### src/logic/scan_measure_regs.svh
// constants for the scan measure handshake block
`ifndef SCAN_MEASURE_REGS_SVH
`define SCAN_MEASURE_REGS_SVH
`define CLK_FREQ_HZ 50000000
`define FREQ_LOW_HZ 8'h32
`define FREQ_HIGH_HZ 8'h3C
`define FREQ_RESET_HZ 8'h3C
`define PERIOD_LOW_CYC (`CLK_FREQ_HZ / 50)
`define PERIOD_HIGH_CYC (`CLK_FREQ_HZ / 60)
`define COMPLETE_PULSE_NS 500
`define COMPLETE_PULSE_CYC ((`COMPLETE_PULSE_NS + 19) / 20)
`endif

### src/logic/scan_measure_pkg.sv
// types for the scan measure handshake block
package scan_measure_pkg;
    typedef enum logic [1:0] {
        SEL_VALUE,
        SEL_MIN,
        SEL_MAX
    } freq_sel_t;
    typedef struct packed {
        logic valid;
        logic query;
        freq_sel_t sel;
        logic [7:0] value;
    } freq_cmd_t;
    typedef struct packed {
        logic valid;
        logic error;
        logic [7:0] value;
    } freq_resp_t;
endpackage

### src/logic/plc_integrator.sv
// integration timer spanning one whole mains cycle
`timescale 1ns/10ps
`include "scan_measure_regs.svh"
module plc_integrator #(
    parameter int unsigned PERIOD_LOW = `PERIOD_LOW_CYC,
    parameter int unsigned PERIOD_HIGH = `PERIOD_HIGH_CYC
) (
    input wire logic clk,
    input wire logic reset_n,
    input wire logic start,
    input wire logic use_low,
    output logic done
);
    logic [21:0] count_reg; // cycles left in the window
    logic [21:0] count_next;
    logic busy_reg;
    logic busy_next;
    logic done_reg;
    logic done_next;
    // period latched at start so a mid-run change cannot cut the window
    always_comb begin
        count_next = count_reg;
        busy_next = busy_reg;
        done_next = 1'b0;
        if (start && !busy_reg) begin
            busy_next = 1'b1;
            count_next = use_low ? 22'(PERIOD_LOW - 1)
                                 : 22'(PERIOD_HIGH - 1);
        end else if (busy_reg) begin
            if (count_reg == 22'h00_0000) begin
                busy_next = 1'b0;
                done_next = 1'b1;
            end else begin
                count_next = count_reg - 22'h00_0001;
            end
        end
    end
    // register stage
    always_ff @(posedge clk) begin
        if (!reset_n) begin
            count_reg <= 22'h00_0000;
            busy_reg <= 1'b0;
            done_reg <= 1'b0;
        end else begin
            count_reg <= count_next;
            busy_reg <= busy_next;
            done_reg <= done_next;
        end
    end
    assign done = done_reg;
endmodule

### src/logic/scan_measure_handshake.sv
// trigger / complete handshake and mains reference setting
`timescale 1ns/10ps
`include "scan_measure_regs.svh"
// Overview of operation
// - trigger starts one measurement
// - finished measurement pulses complete line
// - handshake runs without controller, fast enough
// - bus is complete, trigger and ground
// - max selector sets 60 Hz
// - default 60 Hz, kept, changed by command
// - query returns setting or limits
// - only 50 or 60; min sets 50
// - integration spans whole mains cycles
module scan_measure_handshake #(
    parameter int unsigned PERIOD_LOW = `PERIOD_LOW_CYC,
    parameter int unsigned PERIOD_HIGH = `PERIOD_HIGH_CYC
) (
    input wire logic clk,
    input wire logic reset_n,
    input wire logic bus_connected,
    input wire logic trigger_in,
    output logic complete_out,
    output logic measuring,
    input wire scan_measure_pkg::freq_cmd_t cmd,
    output scan_measure_pkg::freq_resp_t resp,
    input wire logic [7:0] nv_freq_in,
    input wire logic nv_valid,
    output logic nv_write,
    output logic [7:0] nv_freq_out
);
    typedef enum logic [1:0] {IDLE, MEASURE, COMPLETE} state_t;
    state_t state_reg; // handshake state
    state_t state_next;
    logic trig_reg; // previous trigger level for edge detect
    logic trig_next;
    logic [4:0] pulse_reg; // complete pulse length counter
    logic [4:0] pulse_next;
    logic complete_reg;
    logic complete_next;
    logic measuring_reg;
    logic measuring_next;
    logic [7:0] freq_reg; // live mains setting
    logic [7:0] freq_next;
    logic loaded_reg; // nv copy taken once after reset
    logic loaded_next;
    scan_measure_pkg::freq_resp_t resp_reg;
    scan_measure_pkg::freq_resp_t resp_next;
    logic nv_write_reg;
    logic nv_write_next;
    logic [7:0] nv_out_reg;
    logic [7:0] nv_out_next;
    logic start;
    logic done;
    logic trig_edge;

    assign trig_edge = trigger_in && !trig_reg;
    assign start = (state_reg == IDLE) && trig_edge && bus_connected;

    plc_integrator #(
        .PERIOD_LOW(PERIOD_LOW),
        .PERIOD_HIGH(PERIOD_HIGH)
    ) u_integ (
        .clk(clk),
        .reset_n(reset_n),
        .start(start),
        .use_low(freq_reg == `FREQ_LOW_HZ),
        .done(done)
    );

    // handshake: rising trigger edge runs one measurement, then pulses
    always_comb begin
        state_next = state_reg;
        trig_next = trigger_in;
        pulse_next = pulse_reg;
        complete_next = 1'b0;
        measuring_next = 1'b0;
        unique case (state_reg)
            IDLE: begin
                // edges ignored unless the digital bus is cabled
                if (start) begin
                    state_next = MEASURE;
                    measuring_next = 1'b1;
                end
            end
            MEASURE: begin
                // further trigger edges are dropped here
                measuring_next = 1'b1;
                if (done) begin
                    state_next = COMPLETE;
                    measuring_next = 1'b0;
                    complete_next = 1'b1;
                    pulse_next = 5'(`COMPLETE_PULSE_CYC - 1);
                end
            end
            COMPLETE: begin
                if (pulse_reg == 5'h00) begin
                    state_next = IDLE;
                end else begin
                    complete_next = 1'b1;
                    pulse_next = pulse_reg - 5'h01;
                end
            end
        endcase
    end

    // mains reference: nv restore, set and query commands
    always_comb begin
        freq_next = freq_reg;
        loaded_next = loaded_reg;
        resp_next = '0;
        nv_write_next = 1'b0;
        nv_out_next = nv_out_reg;
        if (!loaded_reg && nv_valid) begin
            loaded_next = 1'b1;
            // a corrupt stored value falls back to the shipped default
            if (nv_freq_in == `FREQ_LOW_HZ || nv_freq_in == `FREQ_HIGH_HZ)
                freq_next = nv_freq_in;
        end else if (cmd.valid) begin
            resp_next.valid = 1'b1;
            if (cmd.query) begin
                unique case (cmd.sel)
                    scan_measure_pkg::SEL_MIN: resp_next.value = `FREQ_LOW_HZ;
                    scan_measure_pkg::SEL_MAX:
                        resp_next.value = `FREQ_HIGH_HZ;
                    default: resp_next.value = freq_reg;
                endcase
            end else begin
                unique case (cmd.sel)
                    scan_measure_pkg::SEL_MIN: freq_next = `FREQ_LOW_HZ;
                    scan_measure_pkg::SEL_MAX: freq_next = `FREQ_HIGH_HZ;
                    default: begin
                        if (cmd.value == `FREQ_LOW_HZ ||
                            cmd.value == `FREQ_HIGH_HZ)
                            freq_next = cmd.value;
                        else
                            resp_next.error = 1'b1;
                    end
                endcase
                nv_write_next = !resp_next.error;
                nv_out_next = freq_next;
                resp_next.value = freq_next;
            end
        end
    end

    // register stage
    always_ff @(posedge clk) begin
        if (!reset_n) begin
            state_reg <= IDLE;
            trig_reg <= 1'b0;
            pulse_reg <= 5'h00;
            complete_reg <= 1'b0;
            measuring_reg <= 1'b0;
            freq_reg <= `FREQ_RESET_HZ;
            loaded_reg <= 1'b0;
            resp_reg <= '0;
            nv_write_reg <= 1'b0;
            nv_out_reg <= `FREQ_RESET_HZ;
        end else begin
            state_reg <= state_next;
            trig_reg <= trig_next;
            pulse_reg <= pulse_next;
            complete_reg <= complete_next;
            measuring_reg <= measuring_next;
            freq_reg <= freq_next;
            loaded_reg <= loaded_next;
            resp_reg <= resp_next;
            nv_write_reg <= nv_write_next;
            nv_out_reg <= nv_out_next;
        end
    end

    assign complete_out = complete_reg;
    assign measuring = measuring_reg;
    assign resp = resp_reg;
    assign nv_write = nv_write_reg;
    assign nv_freq_out = nv_out_reg;

    AST_START_MEAS: assert property (
        @(posedge clk) disable iff (!reset_n) start |=> measuring)
        else $error("trigger did not start measurement");
    AST_COMPLETE_AFTER_DONE: assert property (
        @(posedge clk) disable iff (!reset_n) done |=> complete_out)
        else $error("no complete after measurement");
    AST_NO_IDLE_PULSE: assert property (
        @(posedge clk) disable iff (!reset_n)
        $rose(complete_out) |-> $past(done))
        else $error("complete pulse without measurement");
    AST_UNCONNECTED: assert property (
        @(posedge clk) disable iff (!reset_n)
        (!bus_connected && state_reg == IDLE) |=> !measuring)
        else $error("measured with bus disconnected");
    AST_MAX_SET: assert property (
        @(posedge clk) disable iff (!reset_n)
        (cmd.valid && !cmd.query && cmd.sel == scan_measure_pkg::SEL_MAX
         && loaded_reg) |=> freq_reg == `FREQ_HIGH_HZ)
        else $error("max did not select 60");
    AST_LEGAL_FREQ: assert property (
        @(posedge clk) disable iff (!reset_n)
        freq_reg == `FREQ_LOW_HZ || freq_reg == `FREQ_HIGH_HZ)
        else $error("illegal mains setting");
    AST_QUERY_MIN: assert property (
        @(posedge clk) disable iff (!reset_n)
        (cmd.valid && cmd.query && cmd.sel == scan_measure_pkg::SEL_MIN
         && loaded_reg) |=> resp.value == `FREQ_LOW_HZ)
        else $error("min query wrong");
    AST_STABLE_FREQ: assert property (
        @(posedge clk) disable iff (!reset_n)
        (!cmd.valid && loaded_reg) |=> $stable(freq_reg))
        else $error("setting changed without command");
    // a running measurement is only ended by the integrator, so a stray
    // trigger edge cannot restart or cut the window
    AST_MEAS_HOLD: assert property (
        @(posedge clk) disable iff (!reset_n)
        (measuring && !done) |=> measuring)
        else $error("measurement cut short");
    // every command taken after the restore is answered next cycle
    AST_CMD_ANSWER: assert property (
        @(posedge clk) disable iff (!reset_n)
        (cmd.valid && loaded_reg) |=> resp.valid)
        else $error("command not answered");
    // only a legal setting may ever reach the stored copy
    AST_NV_LEGAL: assert property (
        @(posedge clk) disable iff (!reset_n) nv_write |->
        (nv_freq_out == `FREQ_LOW_HZ || nv_freq_out == `FREQ_HIGH_HZ))
        else $error("illegal value stored");
    // an out-of-range set value is refused and never stored
    AST_REFUSE_BAD: assert property (
        @(posedge clk) disable iff (!reset_n)
        (cmd.valid && !cmd.query && cmd.sel == scan_measure_pkg::SEL_VALUE
         && loaded_reg && cmd.value != `FREQ_LOW_HZ
         && cmd.value != `FREQ_HIGH_HZ) |=> (resp.error && !nv_write))
        else $error("bad setting accepted");
endmodule

### config.mk
export PLATFORM = sky130hd
export DESIGN_NAME = scan_measure_handshake
export DESIGN_NICKNAME = d
export VERILOG_FILES = /design/src/logic/scan_measure_pkg.sv /design/src/logic/plc_integrator.sv /design/src/logic/scan_measure_handshake.sv
export VERILOG_INCLUDE_DIRS = /design/src /design/src/logic
export SDC_FILE = /design/constraint.sdc
export NUM_CORES = 1
export LEC_CHECK = 0
export ABC_CLOCK_PERIOD_IN_PS = 4050
export BUFFER_PORTS_ARGS = -buffer_cell sky130_fd_sc_hd__buf_2
export CORE_MARGIN = 2
export CORE_UTILIZATION = 30
export CTS_BUF_LIST = sky130_fd_sc_hd__clkbuf_4 sky130_fd_sc_hd__clkbuf_8
export DETAILED_ROUTE_END_ITERATION = 8
export PLACE_DENSITY = 0.55
export RECOVER_POWER = 50
export SYNTH_ARGS = -nofsm -noshare
export SYNTH_HDL_FRONTEND = slang
export SYNTH_SLANG_ARGS = --single-unit
### constraint.sdc
create_clock -name clk -period 4.05 [get_ports clk]
set_input_delay 0 -clock clk [delete_from_list [all_inputs] [get_ports clk]]
set_output_delay 0 -clock clk [all_outputs]
set_load 0.01 [all_outputs]
# Word-level counts from Yosys, hierarchy flattened
# Cells that the tools add are included.
[op_classes]
bitwise_logic = 5
reduce_logical = 27
mux = 36
addsub = 2
eq_ne = 16
[op_table]
columns = ["op", "count"]
rows = [
  ["22-bit two-way mux", 3],
  ["8-bit two-way mux", 6],
  ["8-bit by 6-bit equality test with 1-bit output, second input constant", 5],
  ["8-bit case mux with 2 select lines", 2],
  ["22-bit logical NOT", 1],
  ["22-bit by 1-bit subtractor with 22-bit output, second input constant", 1],
  ["18-bit two-way mux", 1],
  ["1-bit two-way mux", 14],
  ["3-bit AND reduction", 4],
  ["10-bit two-way mux", 1],
  ["5-bit two-way mux", 2],
  ["2-bit by 1-bit != test with 1-bit output, second input constant", 5],
  ["5-bit case mux with 2 select lines", 1],
  ["2-bit two-way mux", 3],
  ["2-bit case mux with 3 select lines", 1],
  ["2-bit nonzero test", 3],
  ["3-bit OR reduction", 2],
  ["1-bit logical AND", 5],
  ["5-bit logical NOT", 1],
  ["1-bit inverter", 5],
  ["5-bit by 1-bit subtractor with 5-bit output, second input constant", 1],
  ["2-bit by 1-bit equality test with 1-bit output, second input constant", 2],
  ["2-bit equality test, second input constant", 2],
  ["1-bit logical NOT", 4],
  ["other kinds (7)", 11],
]
[word_totals]
ff_bits = 62
inputBits = 25
word_cells = 101
output_inout_bits = 21

# Longest topological paths before layout
# Gate-level depths: netlist of the first run.
[logic_depth]
ltp_word = 9
mapped_depth = 8
depth_no_buf = 7

# By module
# From an unflattened synthesis of the first run, not the netlist that was laid out.
[unflattened]
hier_cells = 346
area_unflattened_um2 = 3119.2
[modules_own_cells]
columns = ["mod", "seq_area_each_um2", "cells_per_inst", "area_each_um2", "instances"]
rows = [
  ["scan_measure_handshake", 760.7, 189, 1729.2, 1],
  ["plc_integrator", 480.5, 157, 1390.1, 1],
]

# Worst setup path before layout of the first run
# OpenSTA, ideal clock, no wires.
[synth_path]
kind = "reg-to-reg"
from = "register u_integ.count_reg[0]"
to = "register u_integ.count_reg[9]"
slack_ns = 2.161
path_stages_with_launch = 7
required_time_ns = 3.980
period_less_slack_ns = 1.889
t_arrival_ns = 1.818
n_path_buf = 1
setup_time_ns = 0.070
path_cell_list = "dfxtp_1 or4_1 buf_2 or2_0 a2111o_1 xor2_1 a21oi_1"
[synth_via]
elab_chain_len = 4
elab_cells_between_ends = 7
classes_between = "1 x add/sub; 1 x eq/ne; 3 x mux; 2 x reduce/logical"
[synth_rtl]
columns = ["element", "line_no", "text"]
rows = [
  ["start: declaration", "plc_integrator.sv:14", "logic [21:0] count_reg;"],
  ["start signal: assignment", "plc_integrator.sv:45", "count_reg <= count_next;"],
  ["22-bit by 1-bit subtractor with 22-bit output", "plc_integrator.sv:34", "count_next = count_reg - 22'h00_0001;"],
  ["22-bit two-way mux", "plc_integrator.sv:30", "if (count_reg == 22'h00_0000) begin"],
  ["22-bit two-way mux", "plc_integrator.sv:29", "end else if (busy_reg) begin"],
  ["22-bit two-way mux", "plc_integrator.sv:25", "if (start && !busy_reg) begin"],
]
# Several ways; a longest one is shown, not always the timed one. The select of a mux whose other input is x is not followed.
# A chain may end at the register's enable or synchronous reset.

# Final worst setup path of the first run
[layout_path]
from = "register u_integ.count_reg[8]"
to = "register u_integ.count_reg[3]"
[layout_via]
elab_chain_len = 3
[layout_rtl]
columns = ["element", "line_no"]
rows = [
  ["22-bit logical NOT", "plc_integrator.sv:30"],
  ["2-bit by 1-bit != test with 1-bit output (no line)", "--"],
  ["2-bit AND reduction (no line)", "--"],
]
# Every way passes these cells.

==> results of run 1 <==
cell usage after synthesis (2+ instances only):
library cell | count | area, µm²
sky130_fd_sc_hd__mux2i_1 | 4 | 40.0
sky130_fd_sc_hd__o21ai_0 | 14 | 70.1
sky130_fd_sc_hd__a211oi_1 | 5 | 37.5
sky130_fd_sc_hd__and3_1 | 2 | 12.5
sky130_fd_sc_hd__clkbuf_1 | 14 | 52.6
sky130_fd_sc_hd__dfxtp_1 | 62 | 1240
sky130_fd_sc_hd__o31a_1 | 2 | 17.5
sky130_fd_sc_hd__a21boi_0 | 7 | 52.6
sky130_fd_sc_hd__o2111ai_1 | 2 | 17.5
sky130_fd_sc_hd__or3_1 | 3 | 18.8
sky130_fd_sc_hd__inv_1 | 18 | 67.6
sky130_fd_sc_hd__o211ai_1 | 6 | 45.0
sky130_fd_sc_hd__nor4_1 | 6 | 37.5
sky130_fd_sc_hd__ha_1 | 8 | 100
sky130_fd_sc_hd__nor3b_1 | 5 | 37.5
sky130_fd_sc_hd__nor3_1 | 9 | 45.0
sky130_fd_sc_hd__nand3_1 | 13 | 65.1
sky130_fd_sc_hd__a31oi_1 | 4 | 25.0
sky130_fd_sc_hd__nand4_1 | 3 | 18.8
sky130_fd_sc_hd__a22oi_1 | 2 | 15.0
sky130_fd_sc_hd__xor2_1 | 9 | 78.8
sky130_fd_sc_hd__buf_2 | 3 | 15.0
sky130_fd_sc_hd__a21oi_1 | 24 | 120
sky130_fd_sc_hd__and3b_1 | 4 | 35.0
sky130_fd_sc_hd__or4_1 | 5 | 37.5
sky130_fd_sc_hd__nor4b_1 | 4 | 35.0
sky130_fd_sc_hd__nand2_1 | 27 | 101
sky130_fd_sc_hd__nor2_1 | 30 | 113
sky130_fd_sc_hd__xnor2_1 | 4 | 35.0
sky130_fd_sc_hd__and2_1 | 10 | 62.6
sky130_fd_sc_hd__o311ai_0 | 2 | 17.5
sky130_fd_sc_hd__nor4_2 | 2 | 25.0
sky130_fd_sc_hd__o22ai_1 | 3 | 18.8
sky130_fd_sc_hd__nand2b_1 | 9 | 56.3
sky130_fd_sc_hd__o21a_1 | 7 | 52.6
cells by family after synthesis:
kind of cell,after synthesis,synth area share (%)
AO/OA/AOI/OAI,90,20.0
XOR/XNOR,13,3.75
adder cells (fa/ha/maj),8,3.30
buffers and inverters,35,4.45
flip-flops,62,40.9
multiplexers,5,1.69
AND/OR/NAND/NOR,141,26.0
metal layers:
metal	up-vias	share of wire [%]	GRT usage [%]
li1	1366	-	-
met1	1295	48	17.2
met2	51	46	21.4
met3	11	3.6	2.43
met4	0	1.9	6.48
met5	-	0	0
where the power goes:
part	internal, W	switching, W
registers	0.000663	0.0000574
logic	0.000181	0.000284
clock network	0.000352	0.000245
worst max-delay path by stage:
| stage | slack, ns | cells past startpoint | to | from |
|---|---|---|---|---|
| final | 1.17 | 5 | u_integ.count_reg[3] | u_integ.count_reg[8] |
| after CTS | 1.21 | 5 | u_integ.count_reg[3] | u_integ.count_reg[8] |
| after global placement | 1.34 | 5 | u_integ.count_reg[3] | u_integ.count_reg[8] |
| after detailed placement | 1.22 | 5 | u_integ.count_reg[3] | u_integ.count_reg[8] |
| after global routing | 0.84 | 5 | u_integ.count_reg[12] | u_integ.count_reg[8] |
| after floorplan | 2.16 | 6 | u_integ.count_reg[9] | u_integ.count_reg[0] |
through the flow:
stage / area, µm² / worst slack (ns)
finish: 3580 / 1.17
global route: 3580 / 0.836
CTS: 3610 / 1.21
detailed placement: 3360 / 1.22
global placement: 3360 / 1.34
floorplan: 3040 / 2.16
layout make-up:
class	count	area, µm²
fillers	1044	6240
multi-input cells	257	1660
flip-flops and latches	62	1240
repair buffers	48	228
well taps	133	166
clock buffers	10	131
clock inverters	6	86.3
inverters	18	67.6
critical path, cell delays in order, from the launching register on:
cell and delay, ns:
sky130_fd_sc_hd__dfxtp_1 0.36, sky130_fd_sc_hd__nor4_1 0.57, sky130_fd_sc_hd__nand4_1 0.54, sky130_fd_sc_hd__o21ai_1 0.87, sky130_fd_sc_hd__a21oi_1 0.19, sky130_fd_sc_hd__a32o_1 0.24
what timing repair did:
item                      in CTS  in global routing
hold endpoints to repair       4                  0
buffers inserted               0                  0
hold buffers                   3                  0
gates resized for setup        0                  0
==> results.txt, run 1 <==
Result of the run - finished, final reports clean
Post-Synthesis Net Count - 387
Share of post-route cells with drive strength above 1 - 12.0%
Filler-free cell count of the finished design - 534
Top library cells by usage in the layout, fill and taps aside - 62 x sky130_fd_sc_hd__dfxtp_1, 30 x sky130_fd_sc_hd__nor2_1, 27 x sky130_fd_sc_hd__nand2_1
Required time worst endpoint - 4.28 ns
Number of hold violations in the final report - 0
Detailed Routing Iterations Pass 1 - 4
Detailed-route wire length - 7060 µm
Total Nets Final - 429
Latest clock arrival within the worst-skew pair - 0.34 ns
Count of nets left with antenna violations after detail routing - 0
Die area - 10900 µm²
Global-route wire length before repair - 11900 µm
Number of cells on the worst reg-to-reg path - 5
CTS clock-pin slew for the worst setup and hold paths - 0.07 ns
FF-to-FF End - u_integ.count_reg[3]
Clock period minus worst slack - 2.88 ns
Total half-perimeter wirelength after legalization and detailed placement - 4990 µm
Data arrival at the endpoint of the critical path - 3.11 ns
Number of buffers added by the clock tree synthesis step - 9
Root buf cell - sky130_fd_sc_hd__clkbuf_8
TritonCTS clock tree - done
Count of mapped cells out of synthesis - 354
Start of the worst register-to-register path - u_integ.count_reg[8]
Flop-to-flop setup slack - 1.17 ns
Total of max-cap violations - 0
Largest net degree at the start of global routing - 35
Syn avg cell area - 8.57 µm²
Worst Setup Start Kind - flop
Vias in the first global route - 2522
Sink of the worst hold path - resp[5]
Unique cell type count in the Yosys netlist - 57
Maximum achievable frequency - 347 MHz
Unrepaired setup endpoints after global routing - false
Post-layout utilization of the core - 36.5%
Path type of the worst min-delay path - in2reg
DR WL/cell - 13.2 µm
Proportion of synthesized chip area in sequential cells - 40.9%
Number of design rule violations left after detail routing - 0
Starting utilization of the core area - 30.9%
Clock tree sinks - 62
Commonest non-fill, non-tap cell in the layout - sky130_fd_sc_hd__dfxtp_1
Post-synth EDFFs - 0
Die Ht - 105 µm
Number of port buffers - 45
Signed area change from the synthesized netlist to the final layout - 17.9%
Startpoint-to-endpoint class of the critical path - reg2reg
Tot Pwr - 0.00178 W
Placed cell count - 515
Number of top-level pins - 46
Post-route clock skew - 0.00909 ns
Maximum number of buffers from clock root to sink - 2
Cell area after technology mapping - 3040 µm²
Worst hold path stage count - 3
Prevailing post-synth register cell - sky130_fd_sc_hd__dfxtp_1
Max Slew Vio Count - 0
H-tree depth - 3
Static Leakage - 1.35 nW
Count of state elements after synthesis - 62
Site row count - 36
Final number of setup-violating endpoints - 0
Min-Delay Startpoint - cmd[11]
Largest fanout of any net on the critical path - 13
Area of the core - 9820 µm²
Kind of end point of the critical path - flop
Setup TNS Final - 0 ns
Least-Margin Pin Slew - 0.880 ns
Final clock period utilization by the worst path - 71.1%
Residual overflow from global routing - 0
Largest register FFs - 22
Share of async-settable or async-resettable flops after synthesis - 0%
Antenna fix cells - 0
Antenna violations before repair - 0
Overall fraction of global-route tracks in use - 13.3%
Initial DRC Count - 126
IR drop worst, VDD - 0.155 mV
Via density per instance - 5.10
Gp weighted congestion - 0.793
Yosys warning count - 0
Power density of the placed cells - 498 nW/µm²
Via count - 2723
Worst slew slack as a fraction of its limit - 40.9%
Min Hold Slack - 0.00895 ns
Die width - 105 µm
(Power assumes the default switching activity.)
==> inputs of run 2 (changes only) <==
- ABC_CLOCK_PERIOD_IN_PS: 4050 -> 2310
- PLACE_DENSITY: 0.55 -> 0.57
- clock period: 4.05 -> 2.31 ns (I/O delays scaled with it)
==> run 2 against run 1 <==
Combinational power grew 100%. Critical endpoint is now u_integ.count_reg[19]. Sequential power grew 75%. Non-clock buffer count grew 17. Die area is the same. Maximum frequency grew 39%. Worst hold slack gained 0.0075 ns. Via count grew 2.0%. Clock skew shrank 0.0024 ns. Design area grew 2.6%.
==> results.txt, run 2 (synthesized netlist as in run 1, its figures left out) <==
Data arrival at the endpoint of the critical path - 2.33 ns (-0.78 ns)
Min-Delay Startpoint - cmd[11]
Largest register FFs - 22 (unchanged)
Setup slack of the critical path after layout - 0.243 ns (-0.927 ns)
Max Slew Vio Count - 0 (unchanged)
Area of combinational cells with multiple inputs - 1670 µm² (+0.38%)
IR drop worst, VDD - 0.302 mV (+95%)
Number of hold violations in the final report - 0 (unchanged)
Antenna violations before repair - 0 (unchanged)
Starting utilization of the core area - 30.9% (unchanged)
Worst hold path stage count - 3 (unchanged)
Die area - 10900 µm² (unchanged)
Clock tree sinks - 62 (unchanged)
Maximum number of buffers from clock root to sink - 2 (unchanged)
Overall fraction of global-route tracks in use - 14.1% (+0.76 points)
Number of top-level pins - 46 (unchanged)
Gp weighted congestion - 0.828 (+4.5%)
Total of max-cap violations - 0 (unchanged)
Detailed Routing Iterations Pass 1 - 4 (unchanged)
Count of nets left with antenna violations after detail routing - 0 (unchanged)
Latest clock arrival within the worst-skew pair - 0.34 ns (about the same)
Antenna fix cells - 0 (unchanged)
Kind of end point of the critical path - flop
Sequential cell area - 1240 µm² (unchanged)
Total Nets Final - 446 (+4.0%)
Residual overflow from global routing - 0 (unchanged)
Total half-perimeter wirelength after legalization and detailed placement - 5360 µm (+7.4%)
CTS clock-pin slew for the worst setup and hold paths - 0.07 ns (about the same)
Final clock period utilization by the worst path - 89.5% (+18 points)
Final number of setup-violating endpoints - 0 (unchanged)
DR WL/cell - 13.5 µm (+1.8%)
Via count - 2778 (+2.0%)
Root buf cell - sky130_fd_sc_hd__clkbuf_8
Number of port buffers - 45 (unchanged)
Post-route clock skew - 0.00673 ns (-0.00235 ns)
Area of the core - 9820 µm² (unchanged)
Worst Setup Start Kind - flop
Least-Margin Pin Slew - 0.697 ns (-0.183 ns)
Clock period minus worst slack - 2.07 ns (-0.813 ns)
Start of the worst register-to-register path - u_integ.count_reg[8]
Power density of the placed cells - 834 nW/µm² (+68%)
Detailed-route wire length - 7420 µm (+5.0%)
FF-to-FF End - u_integ.count_reg[19]
Number of design rule violations left after detail routing - 0 (unchanged)
Static Leakage - 1.41 nW (+4.1%)
H-tree depth - 3 (unchanged)
Die width - 105 µm (unchanged)
Maximum achievable frequency - 484 MHz (+39%)
Number of buffers added by the clock tree synthesis step - 9 (unchanged)
Flop-to-flop setup slack - 0.24 ns (-0.93 ns)
Die Ht - 105 µm (unchanged)
Signed area change from the synthesized netlist to the final layout - 21.0%
Commonest non-fill, non-tap cell in the layout - sky130_fd_sc_hd__dfxtp_1
Via density per instance - 5.04 (-1.1%)
Setup Slack @ Placement - 0.266 ns (-0.950 ns)
Path type of the worst min-delay path - in2reg
Largest net degree at the start of global routing - 34 (-2.9%)
Setup TNS Final - 0 ns (unchanged)
Site row count - 36 (unchanged)
Global-route wire length before repair - 12600 µm (+6.2%)
Top library cells by usage in the layout, fill and taps aside - 62 x sky130_fd_sc_hd__dfxtp_1, 30 x sky130_fd_sc_hd__nor2_1, 27 x sky130_fd_sc_hd__nand2_1
Initial DRC Count - 170 (+35%)
Largest fanout of any net on the critical path - 7 (-6)
Sink of the worst hold path - resp[5]
Startpoint-to-endpoint class of the critical path - reg2reg
Share of post-route cells with drive strength above 1 - 15.3% (+3.3 points)
Worst slew slack as a fraction of its limit - 52.9% (+12 points)
Fill cell count - 1023 (-2.0%)
Vias in the first global route - 2742 (+8.7%)
TritonCTS clock tree - done
Result of the run - finished, final reports clean
Unrepaired setup endpoints after global routing - false
Required time worst endpoint - 2.57 ns (-1.71 ns)
Buffers inserted during post-CTS setup optimization - 0 (unchanged)
Number of cells on the worst reg-to-reg path - 5 (unchanged)
run 2: worst max-delay path by stage:
stage	start	end	slack [ns]	cells past startpoint
global placement	u_integ.count_reg[0]	u_integ.count_reg[20]	0.30	8
floorplan	u_integ.count_reg[0]	u_integ.count_reg[9]	0.42	6
CTS	u_integ.count_reg[1]	u_integ.count_reg[9]	0.24	5
global route	u_integ.count_reg[4]	u_integ.count_reg[20]	0.05	6
detailed placement	u_integ.count_reg[1]	u_integ.count_reg[9]	0.27	5
finish	u_integ.count_reg[8]	u_integ.count_reg[19]	0.24	5
run 2: area by class of cell:
cell class	count	share of cell area, %
repair buffers	65	9.47
inverters	18	1.84
clock buffers	10	3.75
multi-input cells	257	45.3
flip-flops and latches	62	33.8
well taps	133	4.53
clock inverters	6	1.26
run 2: through the flow:
stage / total power [W] / instance area [µm²] / std cells / util [%] / hold slack [ns]
after floorplan: 0.00192 / 3040 / 354 / - / 0.110
final: 0.00306 / 3670 / 551 / 37.4 / 0.0164
after detailed placement: 0.00220 / 3490 / 532 / 35.5 / 0.221
after global placement: 0.00219 / 3490 / 532 / 35.5 / 0.216
after global routing: 0.00326 / 3670 / 551 / 37.4 / 0.0191
after CTS: 0.00308 / 3700 / 551 / 37.7 / 0.00320
run 2: where the power goes:
part	switching, W	internal (W)
clock network	0.000443	0.000423
registers	0.0000996	0.00116
logic	0.000539	0.000397
run 2: repair_timing:
item                                   CTS  global route
endpoints found under the hold margin    3             0
setup endpoints to repair                0             1
hold buffers                             3             0
resized for setup                        0             1
run 2: per-layer routing:
metal | up-vias | wire [µm] | global-route usage, %
met5 | - | 0 | 0
met2 | 59 | 3500 | 22.7
li1 | 1390 | - | -
met1 | 1315 | 3460 | 17.4
met4 | 0 | 150 | 7.14
met3 | 14 | 306 | 3.43
run 2: worst max-delay path, stage by stage, from the launching register on:
cell and delay [ns]:
sky130_fd_sc_hd__dfxtp_1 0.37, sky130_fd_sc_hd__or4_1 0.61, sky130_fd_sc_hd__nor4_4 0.50, sky130_fd_sc_hd__o2111ai_1 0.20
sky130_fd_sc_hd__xor2_1 0.17, sky130_fd_sc_hd__a21oi_1 0.14
==> inputs of run 3 (changes only) <==
--- a/config.mk
+++ b/config.mk
@@ -10,8 +10,8 @@
 export BUFFER_PORTS_ARGS = -buffer_cell sky130_fd_sc_hd__buf_2
 export CORE_MARGIN = 2
-export CORE_UTILIZATION = 30
+export CORE_UTILIZATION = 53
 export CTS_BUF_LIST = sky130_fd_sc_hd__clkbuf_4 sky130_fd_sc_hd__clkbuf_8
 export DETAILED_ROUTE_END_ITERATION = 8
-export PLACE_DENSITY = 0.57
+export PLACE_DENSITY = 0.86
 export RECOVER_POWER = 50
 export SYNTH_ARGS = -nofsm -noshare
==> constraint.sdc (replaced) <==
create_clock -name clk -period 2.31 [get_ports clk]
set_input_delay 0.1155 -clock clk [delete_from_list [all_inputs] [get_ports clk]]
set_output_delay 0.1155 -clock clk [all_outputs]
set_load 0.01 [all_outputs]
==> run 3 against run 2 <==
Count of clock-buffer cells in the layout stayed put. Maximum frequency fell by 2.0%. Die area decreased by 42%. Clock power increased by 9.6%. Design area decreased by 3.2%. Clock skew barely moved. Critical path depth stayed put. Final cell count down 12%. Combinational power fell by 3.4%. Sequential share of layout area grew 1.1 points. Sequential cell count is the same.
==> results.txt, run 3 (synthesized netlist as in run 1, its figures left out) <==
Crit-path cells - or4_1 > or2_0 > a2111o_1 > xor2_1 > a21oi_1
Standard cell with the maximum stage delay on the critical path - sky130_fd_sc_hd__or4_1
Total Nets Final - 440 (-1.3%)
Maximum number of buffers from clock root to sink - 2 (unchanged)
Area of the core - 5510 µm² (-44%)
Result of the run - finished, final reports clean
Latest clock arrival within the worst-skew pair - 0.35 ns (about the same)
Filler-free cell count of the finished design - 484 (-12%)
Clock period minus worst slack - 2.11 ns (+0.0420 ns)
Die width - 79.7 µm (-24%)
Detailed Routing Iterations Pass 1 - 4 (unchanged)
Unrepaired setup endpoints after global routing - false
Internal Pwr Total - 0.00204 W (+2.8%)
Min Hold Slack - 0.00610 ns (-0.0103 ns)
Flop pwr share - 40.5% (-0.7 points)
FF-to-FF End - u_integ.count_reg[9]
Sw Pwr - 0.00107 W (-0.73%)
Area of combinational cells with multiple inputs - 1670 µm² (unchanged)
Static Leakage - 1.38 nW (-1.9%)
Detailed-route wire length - 7410 µm (-0.11%)
Buffers inserted during post-CTS setup optimization - 0 (unchanged)
Signed area change from the synthesized netlist to the final layout - 17.1%
Peak per-stage delay on the critical path - 0.68 ns (+0.07 ns)
Starting utilization of the core area - 55.1% (+24 points)
Worst slew slack as a fraction of its limit - 3.94% (-49 points)
Setup TNS Final - 0 ns (unchanged)
Least-Margin Pin Slew - 1.44 ns (+0.744 ns)
Power density of the placed cells - 875 nW/µm² (+4.9%)
Number of hold violations in the final report - 0 (unchanged)
Final clock period utilization by the worst path - 91.3% (+1.8 points)
Largest net degree at the start of global routing - 34 (unchanged)
Clock tree sinks - 62 (unchanged)
Total half-perimeter wirelength after legalization and detailed placement - 5290 µm (-1.3%)
Post-route clock skew - 0.00703 ns (+0.000296 ns)
Largest register FFs - 22 (unchanged)
Start of the worst register-to-register path - u_integ.count_reg[0]
Global-route wire length before repair - 12200 µm (-3.0%)
Combinational power share - 29.0% (-1.6 points)
Vias in the first global route - 2773 (+1.1%)
Sequential cell area - 1240 µm² (unchanged)
Required time worst endpoint - 2.57 ns (about the same)
Sink of the worst hold path - trig_reg
Die area - 6350 µm² (-42%)
CTS clock-pin slew for the worst setup and hold paths - 0.07 ns (about the same)
Path type of the worst min-delay path - in2reg
Final number of setup-violating endpoints - 0 (unchanged)
Switching share of total power - 34.5% (-0.80 points)
Worst hold path stage count - 2 (-1)
Number of design rule violations left after detail routing - 0 (unchanged)
Worst Setup Start Kind - flop
Max Slew Vio Count - 0 (unchanged)
Total of max-cap violations - 0 (unchanged)
Flop-to-flop setup slack - 0.20 ns (-0.04 ns)
Share of post-route cells with drive strength above 1 - 14.6% (-0.75 points)
H-tree depth - 3 (unchanged)
Clock network power share - 30.5% (+2.2 points)
Antenna fix cells - 0 (unchanged)
Root buf cell - sky130_fd_sc_hd__clkbuf_8
Number of buffers added by the clock tree synthesis step - 9 (unchanged)
Number of port buffers - 45 (unchanged)
Overall fraction of global-route tracks in use - 24.7% (+11 points)
Antenna violations before repair - 0 (unchanged)
TritonCTS clock tree - done
Post-layout utilization of the core - 64.6% (+27 points)
Gp weighted congestion - 0.912 (+10%)
Via count - 2868 (+3.2%)
Data arrival at the endpoint of the critical path - 2.37 ns (+0.04 ns)
Via density per instance - 5.93 (+18%)
Min-Delay Startpoint - trigger_in
Die Ht - 79.7 µm (-24%)
Top library cells by usage in the layout, fill and taps aside - 62 x sky130_fd_sc_hd__dfxtp_1, 30 x sky130_fd_sc_hd__nor2_1, 27 x sky130_fd_sc_hd__nand2_1
Fill cell count - 448 (-56%)
Number of top-level pins - 46 (unchanged)
Residual overflow from global routing - 0 (unchanged)
Commonest non-fill, non-tap cell in the layout - sky130_fd_sc_hd__dfxtp_1
DR WL/cell - 15.3 µm (+14%)
Maximum achievable frequency - 474 MHz (-2.0%)
Kind of end point of the critical path - flop
IR drop worst, VDD - 0.473 mV (+57%)
Number of cells on the worst reg-to-reg path - 5 (unchanged)
Site row count - 27 (-25%)
Startpoint-to-endpoint class of the critical path - reg2reg
Largest fanout of any net on the critical path - 6 (-1)
Count of nets left with antenna violations after detail routing - 0 (unchanged)
Placed cell count - 467 (-12%)
Initial DRC Count - 156 (-8.2%)
==> run 3: layout make-up <==
class | count | share of cell area, %
multi-input cells | 257 | 46.8
repair buffers | 59 | 8.37
inverters | 18 | 1.90
clock inverters | 6 | 1.76
flip-flops and latches | 62 | 34.9
well taps | 72 | 2.53
clock buffers | 10 | 3.69
==> run 3: worst max-delay path by stage <==
stage	startpoint	endpoint	slack (ns)	depth (start not counted)
after global placement	u_integ.count_reg[1]	u_integ.count_reg[20]	0.30	8
after CTS	u_integ.count_reg[1]	u_integ.count_reg[20]	0.21	8
after detailed placement	u_integ.count_reg[1]	u_integ.count_reg[20]	0.22	8
after global routing	state_reg[0]	u_integ.count_reg[11]	0.07	8
final	u_integ.count_reg[0]	u_integ.count_reg[9]	0.20	5
after floorplan	u_integ.count_reg[0]	u_integ.count_reg[9]	0.42	6
==> run 3: worst max-delay path, delay by kind of cell, from the launching register on <==
| family | cells | cell delay (ns) |
|---|---|---|
| compound gates | 2 | 0.58 |
| simple gates | 2 | 0.97 |
| flops | 1 | 0.33 |
| xor+xnor | 1 | 0.15 |
==> run 3: what timing repair did <==
item / 4_1_cts / 5_1_grt
gates resized for setup: 0 / 1
hold buffers: 1 / 0
setup endpoints to repair: 0 / 1
hold endpoints to repair: 1 / 0
==> run 3: power by group through the flow <==
stage	registers, W	clock network [W]	logic (W)
detailed placement	0.00128	0	0.000880
floorplan	0.00126	0	0.000653
CTS	0.00125	0.000955	0.000888
global route	0.00127	0.000995	0.000996
global placement	0.00127	0	0.000858
finish	0.00126	0.000949	0.000904
==> run 3: metrics by stage <==
stage	worst slack, ns	total power [W]	cell area [µm²]
floorplan	0.421	0.00192	3040
CTS	0.208	0.00310	3580
detailed placement	0.216	0.00216	3380
global placement	0.300	0.00213	3380
global route	0.0666	0.00326	3560
finish	0.201	0.00311	3560
==> run 3: per-layer routing <==
metal | wire length, µm | global-route usage [%]
met5 | 0 | 0
met1 | 3240 | 29.4
met4 | 194 | 15.7
met3 | 363 | 4.98
met2 | 3610 | 40.4
